### config.mk
export PLATFORM = sky130hd
export DESIGN_NAME = pgb_gpio_bank
export DESIGN_NICKNAME = d
export VERILOG_FILES = /design/src/pgb_pkg.sv /design/src/pgb_gpio_bank.sv /design/src/pgb_pin_sync.sv
export SDC_FILE = /design/constraint.sdc
export NUM_CORES = 1
export LEC_CHECK = 0
export ABC_AREA = 1
export BUFFER_PORTS_ARGS = -buffer_cell sky130_fd_sc_hd__buf_4
export CORE_MARGIN = 4
export CORE_UTILIZATION = 56
export CTS_CLUSTER_DIAMETER = 30
export DETAILED_ROUTE_END_ITERATION = 10
export HOLD_SLACK_MARGIN = 0.03
export PLACE_DENSITY = 0.83
export SLEW_MARGIN = 30
export SYNTH_ARGS = -nofsm -noshare
export SYNTH_HDL_FRONTEND = slang
export SYNTH_HIERARCHICAL = 1
export SYNTH_SLANG_ARGS = --single-unit
### constraint.sdc
create_clock -name pclk -period 2.5 [get_ports pclk]
set_input_delay 0 -clock pclk [delete_from_list [all_inputs] [get_ports pclk]]
set_output_delay 0 -clock pclk [all_outputs]
set_load 0.05 [all_outputs]
### src/pgb_pkg.sv
// Package with register indices, field layout and reset values of the upper GPIO bank.
package pgb_pkg;
  localparam int          PGB_PIN_COUNT     = 14;
  localparam int          PGB_REG_WIDTH     = 16;
  localparam int          PGB_FIRST_PIN     = 32;
  // Printed offsets are word indices; the byte address is four times the index.
  localparam logic [15:0] PGB_ENABLE_INDEX  = 16'h4406;
  localparam logic [15:0] PGB_DIR_INDEX     = 16'h4407;
  localparam logic [15:0] PGB_LEVEL_INDEX   = 16'h4408;
  localparam logic [17:0] PGB_ENABLE_ADDR   = {PGB_ENABLE_INDEX, 2'b00};
  localparam logic [17:0] PGB_DIR_ADDR      = {PGB_DIR_INDEX, 2'b00};
  localparam logic [17:0] PGB_LEVEL_ADDR    = {PGB_LEVEL_INDEX, 2'b00};
  localparam logic [15:0] PGB_ENABLE_RESET  = 16'h0000;
  localparam logic [15:0] PGB_DIR_RESET     = 16'h0000;
  localparam logic [1:0]  PGB_RESERVED_RESET = 2'h0;
  localparam int          PGB_SYNC_STAGES   = 2;
  localparam int          PGB_CAPTURE_DELAY = 2;
  typedef enum logic [1:0] {
    PGB_ST_RESET   = 2'b00,
    PGB_ST_WAIT    = 2'b01,
    PGB_ST_LOAD    = 2'b11,
    PGB_ST_RUN     = 2'b10
  } pgb_state_type;
endpackage

### src/pgb_gpio_bank.sv
// Upper parallel GPIO bank (pins 32 to 45) with an APB register interface.
`timescale 1ns/10ps
`default_nettype none
module pgb_gpio_bank
  import pgb_pkg::*;
#(
  parameter int PIN_COUNT = PGB_PIN_COUNT
)(
  input  wire logic                 pclk,
  input  wire logic                 presetn,
  input  wire logic                 psel,
  input  wire logic                 penable,
  input  wire logic                 pwrite,
  input  wire logic [31:0]          paddr,
  input  wire logic [31:0]          pwdata,
  input  wire logic [3:0]           pstrb,
  output var  logic [31:0]          prdata,
  output var  logic                 pready,
  output var  logic                 pslverr,
  input  wire logic [PIN_COUNT-1:0] pin_in,
  output var  logic [PIN_COUNT-1:0] pin_out,
  output var  logic [PIN_COUNT-1:0] pin_oe
);
  logic [PIN_COUNT-1:0] pin_sync;
  logic [PIN_COUNT-1:0] pin_function_enable_bit;
  logic [PIN_COUNT-1:0] pin_direction_bit;
  logic [PIN_COUNT-1:0] pin_level_bit;
  logic [1:0]           enable_spare;
  logic [1:0]           direction_spare;
  logic [1:0]           level_spare;
  logic [15:0]          bank2_enable_reg;
  logic [15:0]          bank2_direction_reg;
  logic [15:0]          bank2_level_reg;
  logic [PIN_COUNT-1:0] level_view;
  pgb_state_type        state;
  logic                 setup;
  logic                 wr_access;
  logic                 rd_access;
  logic                 hit_enable;
  logic                 hit_dir;
  logic                 hit_level;
  logic                 hit_any;
  logic [31:0]          next_prdata;
  logic                 lo_lane;
  logic                 hi_lane;

  pgb_pin_sync #(
    .WIDTH (PIN_COUNT)
  ) u_sync (
    .pclk     (pclk),
    .presetn  (presetn),
    .async_in (pin_in),
    .sync_out (pin_sync)
  );

  // Level capture at reset must wait for the synchroniser to fill, so the
  // level register is loaded from the pins a fixed delay after release.
  always_ff @(posedge pclk or negedge presetn)
  begin
    if (!presetn)
      state <= PGB_ST_RESET;
    else
    begin
      case (state)
        PGB_ST_RESET: state <= PGB_ST_WAIT;
        PGB_ST_WAIT:  state <= PGB_ST_LOAD;
        PGB_ST_LOAD:  state <= PGB_ST_RUN;
        PGB_ST_RUN:   state <= PGB_ST_RUN;
        default:      state <= PGB_ST_RESET;
      endcase
    end
  end

  // Register fields are 16 bits wide; byte lanes 0 and 1 carry them.
  assign setup      = psel && !penable;
  assign hit_enable = (paddr[17:0] == PGB_ENABLE_ADDR) && (paddr[31:18] == '0);
  assign hit_dir    = (paddr[17:0] == PGB_DIR_ADDR) && (paddr[31:18] == '0);
  assign hit_level  = (paddr[17:0] == PGB_LEVEL_ADDR) && (paddr[31:18] == '0);
  assign hit_any    = hit_enable || hit_dir || hit_level;
  assign wr_access  = psel && penable && pready && pwrite && hit_any;
  assign rd_access  = setup && !pwrite;
  assign lo_lane    = pstrb[0];
  assign hi_lane    = pstrb[1];

  assign bank2_enable_reg    = {enable_spare, pin_function_enable_bit};
  assign bank2_direction_reg = {direction_spare, pin_direction_bit};
  // Input pins read the sampled level, output pins read back the stored level.
  assign level_view      = (pin_direction_bit & pin_level_bit) | (~pin_direction_bit & pin_sync);
  assign bank2_level_reg = {level_spare, level_view};

  // No wait states: pready rises in the first access cycle, so reads are
  // prepared during setup and every transfer completes in two cycles.
  always_ff @(posedge pclk or negedge presetn)
  begin
    if (!presetn)
      pready <= 1'b0;
    else
      pready <= setup;
  end

  always_ff @(posedge pclk or negedge presetn)
  begin
    if (!presetn)
      pslverr <= 1'b0;
    else
      pslverr <= setup && !hit_any;
  end

  always_comb
  begin
    next_prdata = 32'h0000_0000;
    if (hit_enable)
      next_prdata = {16'h0000, bank2_enable_reg};
    else if (hit_dir)
      next_prdata = {16'h0000, bank2_direction_reg};
    else if (hit_level)
      next_prdata = {16'h0000, bank2_level_reg};
  end

  always_ff @(posedge pclk or negedge presetn)
  begin
    if (!presetn)
      prdata <= 32'h0000_0000;
    else if (rd_access)
      prdata <= next_prdata;
    else if (setup)
      prdata <= 32'h0000_0000;
  end

  always_ff @(posedge pclk or negedge presetn)
  begin
    if (!presetn)
    begin
      pin_function_enable_bit <= PGB_ENABLE_RESET[PIN_COUNT-1:0];
      enable_spare            <= PGB_RESERVED_RESET;
    end
    else if (wr_access && hit_enable)
    begin
      if (lo_lane)
        pin_function_enable_bit[7:0] <= pwdata[7:0];
      if (hi_lane)
      begin
        pin_function_enable_bit[PIN_COUNT-1:8] <= pwdata[PIN_COUNT-1:8];
        enable_spare <= pwdata[15:14];
      end
    end
  end

  always_ff @(posedge pclk or negedge presetn)
  begin
    if (!presetn)
    begin
      pin_direction_bit <= PGB_DIR_RESET[PIN_COUNT-1:0];
      direction_spare   <= PGB_RESERVED_RESET;
    end
    else if (wr_access && hit_dir)
    begin
      if (lo_lane)
        pin_direction_bit[7:0] <= pwdata[7:0];
      if (hi_lane)
      begin
        pin_direction_bit[PIN_COUNT-1:8] <= pwdata[PIN_COUNT-1:8];
        direction_spare <= pwdata[15:14];
      end
    end
  end

  // Stored level bits load from the synchronised pins at the third edge after
  // reset, once both synchroniser stages hold real pin levels. A write that
  // completes at that same edge is applied after the capture and wins.
  always_ff @(posedge pclk or negedge presetn)
  begin
    if (!presetn)
    begin
      pin_level_bit <= '0;
      level_spare   <= PGB_RESERVED_RESET;
    end
    else
    begin
      if (state == PGB_ST_LOAD)
        pin_level_bit <= pin_sync;
      if (wr_access && hit_level)
      begin
        if (lo_lane)
          pin_level_bit[7:0] <= pwdata[7:0];
        if (hi_lane)
        begin
          pin_level_bit[PIN_COUNT-1:8] <= pwdata[PIN_COUNT-1:8];
          level_spare <= pwdata[15:14];
        end
      end
    end
  end

  // Pin drivers per bit; disabled or input pins are released.
  genvar gi;
  generate
    for (gi = 0; gi < PIN_COUNT; gi++)
    begin : g_pin
      always_ff @(posedge pclk or negedge presetn)
      begin
        if (!presetn)
        begin
          pin_oe[gi]  <= 1'b0;
          pin_out[gi] <= 1'b0;
        end
        else
        begin
          pin_oe[gi]  <= pin_function_enable_bit[gi] && pin_direction_bit[gi];
          pin_out[gi] <= pin_level_bit[gi];
        end
      end
    end
  endgenerate
endmodule
`default_nettype wire

### src/pgb_pin_sync.sv
// Two-stage synchroniser for the pin levels of the bank.
`timescale 1ns/10ps
`default_nettype none
module pgb_pin_sync
  import pgb_pkg::*;
#(
  parameter int WIDTH = 14
)(
  input  wire logic             pclk,
  input  wire logic             presetn,
  input  wire logic [WIDTH-1:0] async_in,
  output var  logic [WIDTH-1:0] sync_out
);
  logic [WIDTH-1:0] stage1;

  always_ff @(posedge pclk or negedge presetn)
  begin
    if (!presetn)
    begin
      stage1   <= '0;
      sync_out <= '0;
    end
    else
    begin
      stage1   <= async_in;
      sync_out <= stage1;
    end
  end
endmodule
`default_nettype wire

==> run_results.csv <==
group,metric,value,unit
routing,avgRoutedWirePerCell,16.6,um
grt,grt-ovfl-total,0,
routing,post-route-drc-count,0,
logic_synthesis,postSynth.asyncResetShare,100,%
finish,utilization,79.4,%
sta,finalWorstPathRequiredPeriod,2.15,ns
clock_network,cts_root_buf,"clkbuf_8",
logic_synthesis,gate_count_of_the_mapped_netlist,588,
clock_network,holdBufCountCts,46,
grt,gr-usage-all-layers,27.4,%
sta,timing.setup.tns,0,ns
worst_setup_path,crit_path_max_fanout,9,
worst_setup_path,crit_type,"reg -> reg",
clock_network,clk_transition_reported_paths,0.06,ns
power,p_sw,1.18,mW
logic_synthesis,netlist-cell-type-count,34,
floorplanning,floorplan_die_area,11300,um2
finish,net_count_of_the_finished_layout,842,
floorplanning,die_height,106,um
floorplanning,std_cell_rows,35,
clock_network,numClockSinks,124,
power,ir_drop,0.511,mV
logic_synthesis,netlist_top_cells_area,"dfrtp_1 (57%), nand2_1 (11%), nand3_1 (6.2%)",
routing,drt-initial-drc-count,469,
clock_network,clkLatencyLatePin,0.52,ns
clock_network,buffer_depth_of_the_longest_clock_path,2,
worst_setup_path,reg2reg_slack,0.35,ns
routing,route.vias.total,4847,
floorplanning,floorplan.initialDensity,58.1,%
sta,rsz0062_at_grt,"no",
floorplanning,die_x,106,um
floorplanning,core_area,9330,um2
power,comb_power_share,8.1,%
worst_setup_path,setup.worst_path.start_class,"flip-flop",
worst_setup_path,worst_ep_required_time,2.91,ns
routing,maxUsedRoutingLayer,"met4",
sta,slew_violations,0,
routing,drtAntennaViolNets,0,
logic_synthesis,count_of_yosys_warnings_during_synthesis,6,
logic_synthesis,yosys.area.top_type,"dfrtp_1",
routing,wl_met1,5330,um
logic_synthesis,ys_seq_elements,124,
hold_path,hp-class,"in -> async",
logic_synthesis,synth_area_per_cell,9.21,um2
sta,clock-skew-final,0.00613,ns
power,pwr_density_cell,681,nW/um2
clock_network,cts-resized-gates,0,
logic_synthesis,synth_top_area_share,57.3,%
sta,part_of_the_cycle_the_worst_path_needs,86.0,%
run_status,run_status,"complete, no violations",
grt,grt_max_degree,67,
routing,drtPass1Iterations,6,
finish,layout-area-overhead-vs-synth,36.7,%
sta,worst_slew_margin_rel,56.6,%
worst_setup_path,endpoint_kind,"flip-flop",
finish,number_of_antenna_repair_diodes,0,
power,p_leak,3.95,nW
grt,first_global_vias,5033,
routing,drt_wl_total,14900,um
logic_synthesis,synth-seq-area-share,57.3,%
clock_network,cts_setup_buffers,0,
grt,grt_antenna_before_repair,0,
floorplanning,io_pins,149,
clock_network,cts_tree,"built",
logic_synthesis,synth.cell_area,5420,um2
routing,detailroute.wirelength.met2,7780,um
logic_synthesis,synth_flop_cell,"dfrtp_1",
finish,layoutNonFillerInstCount,897,
power,power.share.sequential,41.2,%
routing,dr_wl_met3,1280,um
sta,holdWs,0.0558,ns
clock_network,htreeDepth,4,
finish,layout-drive-gt1-share,26.3,%
power,intPower,3.86,mW
power,power_switching_share,23.4,%
power,power_frac_clock,50.7,%
job,max_cap_violations,0,
sta,fmaxAchievable,0.465,GHz
grt,grt_first_pass_wirelength,24200,um
finish,leading_cell_type_in_the_layout_fill_and_taps_excluded,"nand2_1",
clock_network,tritoncts.num_buffers,17,
logic_synthesis,number_of_synthesized_flops_with_an_enable_pin,0,
sta,setup_viol,0,
worst_setup_path,critical_path_arrival,2.56,ns
place,place.gp.congestion,0.780,
finish,final_cell_mix,"nand2_1 (153), dfrtp_1 (124), buf_4 (122), nand3_1 (67), inv_1 (55)",
place,detailedPlacementHpwl,8750,um
sta,hold_violations_final,0,
routing,vias_per_cell,5.40,
place,port_buffers,114,
sta,worst_slew_pin_slew,0.650,ns
place,placedCellCount,819,
power,p_total,5.04,mW
-- path summary, 6_finish.rpt --
kind,cells after the start,to,start
worst max-delay path,6,pin_level_bit[2],pready
worst min-delay path,3,u_sync/sync_out[13],presetn
worst max register to register,6,pin_level_bit[2],pready
worst min register to register,0,u_sync/sync_out[12],u_sync/stage1[12]
max in group asynchronous,3,pin_out[10],presetn
min in group pclk,6,pin_direction_bit[4],paddr[2]
-- state kept, by name, summed over array words and instances (netlist names), 2 cells and up --
signal                   count
prdata                      16
pin_direction_bit           14
pin_function_enable_bit     14
pin_level_bit               14
pin_oe                      14
pin_out                     14
u_sync/stage1               14
u_sync/sync_out             14
direction_spare              2
enable_spare                 2
level_spare                  2
state                        2
-- Yosys cell counts, types with 2 or more instances --
cell      count
o21ai_0      29
nand3_1      67
nor2_2        4
o21ai_2      17
nor3b_4       2
nand3_2       2
nand2_4       2
a21oi_2       4
a21oi_1       9
o21ai_1       2
clkbuf_1      3
dfrtp_1     124
buf_6         2
nand2_2       3
nand2_1     154
buf_4        22
inv_1        55
nor2_1       43
nor2_4        2
buf_2         9
nand4_2       2
nand4_1      19
-- kinds of logic after synthesis --
kind of cell | synth area share [%]
AND/OR/NAND/NOR | 26.8
buffers and inverters | 8.46
other | 0.0692
AO/OA/AOI/OAI | 7.39
flip-flops | 57.3
-- routing by layer --
metal / track usage [%] / up-vias
met3: 5.65 / 50
met5: 0 / -
met2: 47.4 / 291
met1: 32.6 / 2311
met4: 13.0 / 0
li1: - / 2195
-- stage by stage --
step	setup WS [ns]	area, um2
6_report	0.351	7400
5_1_grt	0.238	7400
4_1_cts	0.335	7410
3_5_place_dp	0.690	6320
3_3_place_gp	0.740	6320
2_1_floorplan	0.654	5470
-- area by class of cell --
class | count | area [um2]
Clock buffer | 18 | 428
Clock inverter | 14 | 194
Fill cell | 571 | 1920
Inverter | 57 | 214
Multi-Input combinational cell | 386 | 1910
Sequential cell | 124 | 3100
Tap cell | 129 | 161
Timing Repair Buffer | 169 | 1390
-- power groups by stage --
stage                     Combinational, mW  Clock [mW]  Sequential (mW)
after floorplan                       0.145           0             2.15
after global placement                0.342           0             2.11
after detailed placement              0.350           0             2.11
after CTS                             0.405        2.57             2.08
after global routing                  0.441        2.67             2.08
final                                 0.409        2.56             2.08
-- worst max-delay path, stage by stage (launching register included) --
cell and delay, ns:
dfrtp_1 0.35, nand4_1 0.32, nor2_4 0.37, nand2_2 0.22
nor2_1 0.15, nor2_1 0.06, dlygate4sd3_1 0.55
Note: power is estimated with default switching activity, not from simulation.
